File: src/rtl/blinds_pkg.sv
/*
 blinds_pkg: register map, field positions, reset values, timing counts and
 enumerations for the blinds push-button channel.
 Assumes a 250 MHz pclk and a 32-bit APB master; times are kept in ms.
*/
// Overview of operation
// - a new input level counts only after holding for the selected debounce time
// - press held at least the long threshold is long, otherwise short
// - second click starting inside the window makes a double-click
// - with double-click disabled no double-click recognition happens
// - block value polarity selectable: block with 1 or block with 0
// - one-button mode: short push steps, long push moves
// - down mode: short push steps, long push lowers
// - up mode: short push steps, long push raises
// - movement stops on release or on a later short push, as selected
// - on restoration do nothing, raise or lower, now or after 5/10/15 s
// - on block set: ignore block, nothing, raise or lower
// - on block cancel: nothing, raise or lower
// - restoration may send the double-click event, now or after 5/10/15 s
package blinds_pkg;
	localparam int TW = 14;

	// register byte addresses
	localparam logic [11:0] ADDR_CTRL = 12'h000;
	localparam logic [11:0] ADDR_BLOCK = 12'h004;
	localparam logic [11:0] ADDR_STATUS = 12'h008;

	// control field positions
	localparam int F_DEB = 0;
	localparam int F_LONG = 3;
	localparam int F_DCEN = 6;
	localparam int F_DCWIN = 7;
	localparam int F_POL = 10;
	localparam int F_MODE = 11;
	localparam int F_STOPM = 13;
	localparam int F_REST = 14;
	localparam int F_BSET = 18;
	localparam int F_BCAN = 20;
	localparam int F_RDC = 22;
	localparam int F_RDCDLY = 23;
	localparam logic [31:0] CTRL_MASK = 32'h01FF_FFFF;
	localparam logic [31:0] CTRL_RESET = 32'h0000_0001;

	// status field positions
	localparam int S_LEVEL = 0;
	localparam int S_BLOCKED = 1;
	localparam int S_GODOWN = 2;
	localparam int S_RPEND = 3;
	localparam int S_MOVING = 4;

	// timing: one tick per millisecond
	localparam int CLK_PERIOD_PS = 32'h0000_0FA0;
	localparam int PS_PER_MS = 32'h3B9A_CA00;
	localparam int TICK_MS = 32'h0000_0001;
	localparam int TICK_CYCLES = TICK_MS * (PS_PER_MS / CLK_PERIOD_PS);
	// debounce 10000,5000,1000,200,100,80,50,30 ms (index 7 down to 0)
	localparam logic [7:0][TW-1:0] DEB_MS = {14'h2710, 14'h1388, 14'h03E8, 14'h00C8,
		14'h0064, 14'h0050, 14'h0032, 14'h001E};
	localparam logic [TW-1:0] LONG_BASE_MS = 14'h012C;
	localparam logic [TW-1:0] LONG_STEP_MS = 14'h0064;
	// restoration delays 15000,10000,5000,0 ms
	localparam logic [3:0][TW-1:0] REST_DLY_MS = {14'h3A98, 14'h2710, 14'h1388, 14'h0000};

	// restoration codes
	localparam logic [3:0] REST_UP = 4'h1;
	localparam logic [3:0] REST_DOWN = 4'h2;
	localparam logic [3:0] REST_UP5 = 4'h3;
	localparam logic [3:0] REST_DN5 = 4'h6;
	localparam logic [3:0] REST_DN15 = 4'h8;
	// block set / cancel codes
	localparam logic [1:0] BSET_IGNORE = 2'h0;
	localparam logic [1:0] BSET_UP = 2'h2;
	localparam logic [1:0] BSET_DOWN = 2'h3;
	localparam logic [1:0] BCAN_UP = 2'h1;
	localparam logic [1:0] BCAN_DOWN = 2'h2;

	typedef enum logic [1:0] {MODE_ONE, MODE_DOWN, MODE_UP} mode_t;
	typedef enum logic [1:0] {CMD_STEP, CMD_MOVE, CMD_STOP} cmd_kind_t;
endpackage

File: src/rtl/deb_if.sv
/*
 deb_if: ms tick and debounce selection into the debouncer, clean level back.
 Assumes both ends run on pclk.
*/
`timescale 1ns/1ps
interface deb_if;
	logic tick;
	logic [2:0] sel;
	logic level;
	modport src (input tick, input sel, output level);
	modport sink (output tick, output sel, input level);
endinterface

File: src/rtl/blinds_channel.sv
/*
 blinds_channel: one push-button input run as a blinds channel, with APB
 registers, debounce, long/short push, double-click, block and restoration.
 Assumes a pressed contact reads 1 on key_in, synchronous to pclk;
 restore_pulse marks bus and mains restoration for one cycle.
*/
// The APB register port and the address map were decided locally.
`timescale 1ns/1ps
module blinds_channel
	import blinds_pkg::*;
#(
	parameter int TICK_CYC = TICK_CYCLES,
	parameter int PW = 18
)
(
	input wire logic pclk,
	input wire logic presetn,
	input wire logic ce,
	input wire logic psel,
	input wire logic penable,
	input wire logic pwrite,
	input wire logic [11:0] paddr,
	input wire logic [31:0] pwdata,
	output logic [31:0] prdata,
	output logic pready,
	output logic pslverr,
	input wire logic key_in,
	input wire logic restore_pulse,
	output logic cmd_valid,
	output logic [1:0] cmd_kind,
	output logic cmd_down,
	output logic dclick_pulse
);
	typedef enum logic [2:0] {ST_IDLE, ST_PRESS, ST_HELD, ST_LATCH, ST_DCWAIT, ST_DCHELD} btn_t;

	typedef struct packed {
		logic [PW-1:0] pre;
		logic tick;
		logic [31:0] ctrl;
		logic blk_val;
		logic blocked;
		logic lvl_q;
		btn_t st;
		logic [TW-1:0] el;
		logic stop_pend;
		logic go_down;
		logic rpend;
		logic rdown;
		logic rdc;
		logic [TW-1:0] rcnt;
		logic [31:0] prdata;
		logic pready;
		logic pslverr;
		logic cmd_valid;
		logic [1:0] cmd_kind;
		logic cmd_down;
		logic dclick;
	} chan_st_t;

	localparam chan_st_t S_RST = '{ctrl: CTRL_RESET, st: ST_IDLE, default: '0};

	chan_st_t s;
	chan_st_t n;
	deb_if db();
	logic [TW-1:0] long_ms;
	logic [TW-1:0] dc_ms;
	logic blk_now;
	logic press;
	logic rel;
	logic dir_dn;

	key_debounce u_deb (
		.pclk(pclk),
		.presetn(presetn),
		.ce(ce),
		.key_in(key_in),
		.db(db)
	);

	////////////////////////////////////////////////////////////////////////////
	// outputs straight from the state register
	assign prdata = s.prdata;
	assign pready = s.pready;
	assign pslverr = s.pslverr;
	assign cmd_valid = s.cmd_valid;
	assign cmd_kind = s.cmd_kind;
	assign cmd_down = s.cmd_down;
	assign dclick_pulse = s.dclick;
	assign db.tick = s.tick;
	assign db.sel = s.ctrl[F_DEB+:3];

	// thresholds in ms, edges of the clean level, block state
	assign long_ms = TW'(LONG_BASE_MS + TW'(s.ctrl[F_LONG+:3]) * LONG_STEP_MS);
	assign dc_ms = TW'(LONG_BASE_MS + TW'(s.ctrl[F_DCWIN+:3]) * LONG_STEP_MS);
	assign press = db.level & ~s.lvl_q;
	assign rel = ~db.level & s.lvl_q;
	// ignore setting makes the block object inert
	assign blk_now = (s.blk_val ^ s.ctrl[F_POL]) & (s.ctrl[F_BSET+:2] != BSET_IGNORE);

	// direction by mode; one-button follows the alternating flag
	always_comb
	begin
		case (s.ctrl[F_MODE+:2])
			MODE_DOWN: dir_dn = 1'b1;
			MODE_UP: dir_dn = 1'b0;
			default: dir_dn = s.go_down;
		endcase
	end

	////////////////////////////////////////////////////////////////////////////
	// next state: prescaler, button machine, restoration, block, APB
	always_comb
	begin
		logic e_v;
		logic [1:0] e_k;
		logic e_dc;
		logic [3:0] r;
		logic r_go;
		logic r_dn;
		logic [1:0] r_di;
		logic [31:0] status;
		e_v = 1'b0;
		e_k = CMD_STEP;
		e_dc = 1'b0;
		r = s.ctrl[F_REST+:4];
		r_go = 1'b1;
		r_dn = 1'b0;
		r_di = 2'h0;
		status = '0;
		n = s;
		n.lvl_q = db.level;

		// ms tick; the count is fine since a ms is far above the cycle
		if (s.pre == PW'(TICK_CYC - 1))
		begin
			n.pre = '0;
			n.tick = 1'b1;
		end
		else
		begin
			n.pre = s.pre + PW'(1);
			n.tick = 1'b0;
		end

		// elapsed ms since the press began, saturating
		if (s.tick && s.el != '1)
			n.el = s.el + TW'(1);

		case (s.st)
			ST_IDLE:
			begin
				if (press)
				begin
					n.el = '0;
					n.stop_pend = 1'b0;
					n.st = ST_PRESS;
				end
			end
			ST_PRESS:
			begin
				if (rel)
				begin
					if (s.stop_pend)
					begin
						e_v = 1'b1;
						e_k = CMD_STOP;
						n.st = ST_IDLE;
					end
					else if (s.ctrl[F_DCEN])
						n.st = ST_DCWAIT;
					else
					begin
						e_v = 1'b1;
						e_k = CMD_STEP;
						n.st = ST_IDLE;
					end
				end
				else if (s.el >= long_ms)
				begin
					e_v = 1'b1;
					e_k = CMD_MOVE;
					if (s.ctrl[F_MODE+:2] == MODE_ONE)
						n.go_down = ~s.go_down;
					n.st = ST_HELD;
				end
			end
			ST_HELD:
			begin
				if (rel)
				begin
					if (!s.ctrl[F_STOPM])
					begin
						e_v = 1'b1;
						e_k = CMD_STOP;
						n.st = ST_IDLE;
					end
					else
						n.st = ST_LATCH;
				end
			end
			ST_LATCH:
			begin
				// movement keeps running; a short push will stop it
				if (press)
				begin
					n.el = '0;
					n.stop_pend = 1'b1;
					n.st = ST_PRESS;
				end
			end
			ST_DCWAIT:
			begin
				// window counts from the first click's start
				if (s.el >= dc_ms)
				begin
					e_v = 1'b1;
					e_k = CMD_STEP;
					n.el = '0;
					n.st = press ? ST_PRESS : ST_IDLE;
				end
				else if (press)
				begin
					e_dc = 1'b1;
					n.st = ST_DCHELD;
				end
			end
			ST_DCHELD:
			begin
				if (rel)
					n.st = ST_IDLE;
			end
			default: n.st = ST_IDLE;
		endcase

		// button commands die while blocked; the machine still tracks the key
		n.cmd_valid = e_v & ~blk_now;
		n.cmd_kind = e_k;
		n.cmd_down = dir_dn;
		n.dclick = e_dc & ~blk_now;

		// restoration countdown; immediate means a zero count
		if (s.rpend && s.rcnt == '0)
		begin
			n.rpend = 1'b0;
			if (s.rdc)
				n.dclick = 1'b1;
			else
			begin
				n.cmd_valid = 1'b1;
				n.cmd_kind = CMD_MOVE;
				n.cmd_down = s.rdown;
			end
		end
		else if (s.rpend && s.tick)
			n.rcnt = s.rcnt - TW'(1);

		// restoration start: decode response and delay
		if (r == REST_UP)
			r_dn = 1'b0;
		else if (r == REST_DOWN)
			r_dn = 1'b1;
		else if (r >= REST_UP5 && r < REST_DN5)
			r_di = 2'(r - REST_DOWN);
		else if (r >= REST_DN5 && r <= REST_DN15)
		begin
			r_dn = 1'b1;
			r_di = 2'(r - REST_DN5 + 4'h1);
		end
		else
			r_go = 1'b0;
		if (restore_pulse)
		begin
			n.go_down = 1'b0;
			if (s.ctrl[F_RDC])
			begin
				n.rpend = 1'b1;
				n.rdc = 1'b1;
				n.rcnt = REST_DLY_MS[s.ctrl[F_RDCDLY+:2]];
			end
			else if (r_go)
			begin
				n.rpend = 1'b1;
				n.rdc = 1'b0;
				n.rdown = r_dn;
				n.rcnt = REST_DLY_MS[r_di];
			end
			else
				n.rpend = 1'b0;
		end

		// block edge moves win over button and restoration commands in that cycle
		n.blocked = blk_now;
		if (blk_now && !s.blocked && s.ctrl[F_BSET+:2] >= BSET_UP)
		begin
			n.cmd_valid = 1'b1;
			n.cmd_kind = CMD_MOVE;
			n.cmd_down = (s.ctrl[F_BSET+:2] == BSET_DOWN);
		end
		if (!blk_now && s.blocked && (s.ctrl[F_BCAN+:2] == BCAN_UP || s.ctrl[F_BCAN+:2] == BCAN_DOWN))
		begin
			n.cmd_valid = 1'b1;
			n.cmd_kind = CMD_MOVE;
			n.cmd_down = (s.ctrl[F_BCAN+:2] == BCAN_DOWN);
		end

		// APB: one wait state, write lands on the edge that samples pready
		status[S_LEVEL] = db.level;
		status[S_BLOCKED] = s.blocked;
		status[S_GODOWN] = s.go_down;
		status[S_RPEND] = s.rpend;
		status[S_MOVING] = (s.st == ST_HELD) || (s.st == ST_LATCH);
		n.pready = 1'b0;
		n.pslverr = 1'b0;
		if (psel && penable && !s.pready)
		begin
			n.pready = 1'b1;
			case (paddr)
				ADDR_CTRL: n.prdata = s.ctrl;
				ADDR_BLOCK: n.prdata = {31'h0000_0000, s.blk_val};
				ADDR_STATUS: n.prdata = status;
				default:
				begin
					n.prdata = '0;
					n.pslverr = 1'b1;
				end
			endcase
		end
		if (psel && penable && s.pready && pwrite)
		begin
			if (paddr == ADDR_CTRL)
				n.ctrl = pwdata & CTRL_MASK;
			else if (paddr == ADDR_BLOCK)
				n.blk_val = pwdata[0];
		end
	end

	always_ff @(posedge pclk or negedge presetn)
	begin
		if (!presetn)
			s <= S_RST;
		else if (ce)
			s <= n;
	end
endmodule

File: src/rtl/key_debounce.sv
/*
 key_debounce: accepts a changed contact level once it has held for the
 selected number of ms ticks.
 Assumes key_in synchronous to pclk; tick is one pclk wide, once per ms.
*/
`timescale 1ns/1ps
module key_debounce
	import blinds_pkg::*;
(
	input wire logic pclk,
	input wire logic presetn,
	input wire logic ce,
	input wire logic key_in,
	deb_if.src db
);
	typedef struct packed {
		logic level;
		logic [TW-1:0] cnt;
	} deb_st_t;

	deb_st_t s;
	deb_st_t n;

	assign db.level = s.level;

	////////////////////////////////////////////////////////////////////////////
	// any bounce back to the held level restarts the wait
	always_comb
	begin
		n = s;
		if (key_in == s.level)
			n.cnt = '0;
		else if (db.tick)
		begin
			if (s.cnt + TW'(1) >= DEB_MS[db.sel])
			begin
				n.level = key_in;
				n.cnt = '0;
			end
			else
				n.cnt = s.cnt + TW'(1);
		end
	end

	always_ff @(posedge pclk or negedge presetn)
	begin
		if (!presetn)
			s <= '0;
		else if (ce)
			s <= n;
	end
endmodule

File: config.mk
export PLATFORM = sky130hd
export DESIGN_NAME = blinds_channel
export DESIGN_NICKNAME = d
export VERILOG_FILES = /design/src/rtl/blinds_pkg.sv /design/src/rtl/deb_if.sv /design/src/rtl/blinds_channel.sv /design/src/rtl/key_debounce.sv
export SDC_FILE = /design/constraint.sdc
export NUM_CORES = 1
export LEC_CHECK = 0
export BUFFER_PORTS_ARGS = -buffer_cell sky130_fd_sc_hd__clkbuf_2
export CAP_MARGIN = 20
export CORE_AREA = 5 5 142 144
export DETAILED_ROUTE_END_ITERATION = 6
export DIE_AREA = 0 0 147 149
export PLACE_DENSITY = 0.64
export RECOVER_POWER = 25
export SLEW_MARGIN = 20
export SYNTH_ARGS = -nofsm -noshare
export SYNTH_HDL_FRONTEND = slang
export SYNTH_SLANG_ARGS = --single-unit
File: constraint.sdc
create_clock -name pclk -period 3.16 [get_ports pclk]
set_clock_uncertainty 0.2 [all_clocks]
set_input_delay 0.316 -clock pclk [delete_from_list [all_inputs] [get_ports pclk]]
set_output_delay 0.316 -clock pclk [all_outputs]
set_load 0.05 [all_outputs]
==> results by group <==
Status
  • Status: finished, violations left
  • Violated checks: capacitance limit, slew limit, setup timing

Die
  • Row count: 50
  • # IOs: 91
  • Die area: 0.0219 mm^2
  • Die height: 149 um
  • Initial core utilization: 44.2%
  • Core Area: 0.0186 mm^2
  • Die X: 147 um

Drt
  • Vias: 6,602
  • Routed len/inst: 16.1 um
  • Post-route DRC violation count: 0
  • Met3 wire length: 765 um
  • Met1 Wirelength: 9160 um
  • Total length of routed wires: 19,500 um
  • Met2 WL post-DR: 9400 um
  • DR top layer: met4
  • TritonRoute pass-1 iters: 5
  • Initial DRC count: 351
  • Antenna-violating nets left: 0
  • Via/cell ratio: 5.44

Global route
  • GRT overflow: 0
  • Total track usage: 18.3%
  • Vias in the first global route: 6,487
  • Pin count of the biggest net entering global routing: 77
  • Antenna violations before repair: 0
  • First-pass GRT wire length: 32,700 um

Power
  • Leakage power: 0.00487 uW
  • Post-route total power: 4470 uW
  • Maximum VDD drop: 386 uV
  • Power density over the cells: 432 mW/mm^2

Timing
  • Final min period: 3.21 ns
  • Slew at the pin with the worst max-slew slack: 1.97 ns
  • Max-slew violation count: 76
  • Tcrit/Tclk final: 102%
  • Final WS setup: -0.0486 ns
  • Highest Clock Rate: 0.312 GHz
  • Final Hold Vio Count: 0
  • Slew margin rel.: -31.5%
  • TNS Setup: -0.156 ns
  • RSZ-0062 raised after global routing: yes
  • Setup violators final: 4

Layout
  • Diode count: 0
  • Final core occ: 55.6%
  • Commonest cells after routing, fill and taps aside: 124 x dfrtp_1, 76 x clkbuf_2, 58 x ha_1, 56 x nand2_1, 50 x buf_4
  • Nets: 1,086
  • Final Instance Area: 0.0103 mm^2
  • Area grow syn2layout: 25.8%
  • Most common cell after layout, fill and taps aside: dfrtp_1
  • Fraction of layout cells with a size suffix above 1: 29.5%

Placed design
  • Placed cell areas: 0.00901 mm^2
  • Buffers on Ports: 76
  • Hpwl dp: 13,600 um
  • Placer congestion estimate: 0.813

Synthesis
  • Mapped cell area: 0.00822 mm^2
  • Synth unique cells: 70
  • Mapped Cells: 845
  • EDFF count, synth: 0
  • Ys async rst share: 100%
  • Main synth FF type: dfrtp_1
  • Seq/Total Area, Yosys: 39.6%
  • Warning count from the yosys run: 0
  • Seq cells post-synth: 130
  • Post-Syn Area per Cell: 9.72 um^2

Setup path
  • R2R Path Start: s[82]
  • CP startpoint kind: flop
  • CP max FO: 5
  • CP Class: reg2reg
  • R2R depth: 13
  • Worst setup EP type: flop
  • CP required: 3.27 ns
  • Critical Path Source: s[82]
  • CP arrival: 3.32 ns
  • Worst R2R Setup Slack: -0.05 ns
  • Reg2reg end: s[73]

Clock network
  • Total CTS buffers: 17
  • Worst-path clk slew: 0.06 ns
  • Clk buf depth: 2
  • Clk root buf: clkbuf_16
  • Clock sinks: 130
  • Worst skew pair latency: 0.43 ns
  • TritonCTS clock tree: done
  • # H-tree levels: 4

Run
  • Max Cap Viol: 1

Min path
  • Hold Crit Class: in2reg
  • WHS Endpoint: pslverr
  • HP Start: paddr[2]
  • Hold Path Depth: 3
==> layer usage <==
layer / up-vias / global-route usage (%)
li1: 3254 / -
met1: 3209 / 25.1
met2: 119 / 29.6
met3: 20 / 3.52
met4: 0 / 5.27
met5: - / 0
==> flip-flops by register name, indices dropped and copies added (netlist names), 2 cells and up <==
signal / cells
prdata: 25
u_deb.s: 14
cmd_kind: 2
s: 79
db.sel: 3
==> how the worst max path moves through the flow <==
| stage | slack [ns] | end | depth (start not counted) |
|---|---|---|---|
| final | -0.05 | s[73] | 13 |
| after global routing | -0.19 | s[68] | 15 |
| after CTS | -0.09 | s[73] | 13 |
| after detailed placement | -0.17 | s[73] | 13 |
| after global placement | -0.11 | s[73] | 13 |
| after floorplan | -0.04 | s[73] | 13 |
==> logic make-up after synthesis <==
logic type / Yosys count / synth area share [%]
multiplexers: 39 / 5.25
adder cells (fa/ha/maj): 68 / 10.4
AO/OA/AOI/OAI: 194 / 16.5
AND/OR/NAND/NOR: 257 / 16.5
XOR/XNOR: 49 / 5.22
buffers and inverters: 107 / 6.53
other: 1 / 0.0456
flip-flops: 130 / 39.6
==> worst max-delay path, cell delays in order, from the launching register on <==
cell and delay [ns]:
dfrtp_2 0.41, inv_2 0.06, ha_4 0.26, inv_2 0.04, ha_4 0.25, o211ai_1 0.12
xnor2_2 0.16, ha_1 0.31, a21o_1 0.16, a2111o_1 0.41, a2111oi_4 0.22, a211oi_2 0.10
o21ai_2 0.09, mux2_4 0.31
==> layout make-up <==
| type | count | area [um^2] |
|---|---|---|
| Multi-Input combinational cell | 615 | 4860 |
| Timing Repair Buffer | 161 | 1120 |
| Fill cell | 1574 | 8250 |
| Sequential cell | 130 | 3260 |
| Tap cell | 234 | 293 |
| Inverter | 41 | 154 |
| Clock buffer | 19 | 443 |
| Clock inverter | 13 | 196 |
==> stage by stage <==
stage | setup slack [ns] | instances | hold WS, ns
after global routing | -0.193 | 1213 | 0.0805
after CTS | -0.0896 | 1209 | 0.0327
final | -0.0486 | 1213 | 0.0395
after floorplan | -0.0389 | 851 | -0.180
after detailed placement | -0.171 | 1145 | 0.210
after global placement | -0.114 | 1145 | 0.204
==> repair_timing <==
item                       4_1_cts  5_1_grt
hold buffers                    27        0
gates cloned                     2        0
setup endpoints to repair       31       36
gates resized for setup         13       72
hold endpoints to repair       101        0
pin swaps                        6       29
setup buffers                    3        5
==> power breakdown <==
part,internal (uW),switching (uW),leakage [uW]
clock,1360,797,0.000310
sequential,1730,95.4,0.00175
combinational,205,287,0.00281
==> cell usage after synthesis, drive strengths merged, types with 8 or more instances <==
library cell    n  area share, %
buf            39            3.4
mux2           33            4.5
a31oi           8           0.61
a21oi          37            2.3
a22o           30            3.2
and3            9           0.69
ha             68             10
clkbuf         27            1.2
nor2           58            2.7
inv            41            1.9
a211oi          8           0.73
nor3           12           0.73
or2             9           0.69
o21a            9           0.82
nand2b         13           0.99
nand2          56            2.6
xor2           27            2.9
a21o           13            1.2
dfrtp         129             39
o21ai          44            2.8
xnor2          22            2.3
nand3          27            1.6
nor4           10           0.76
nand4          17            1.4
No activity file was read; power rests on OpenSTA's default activity.
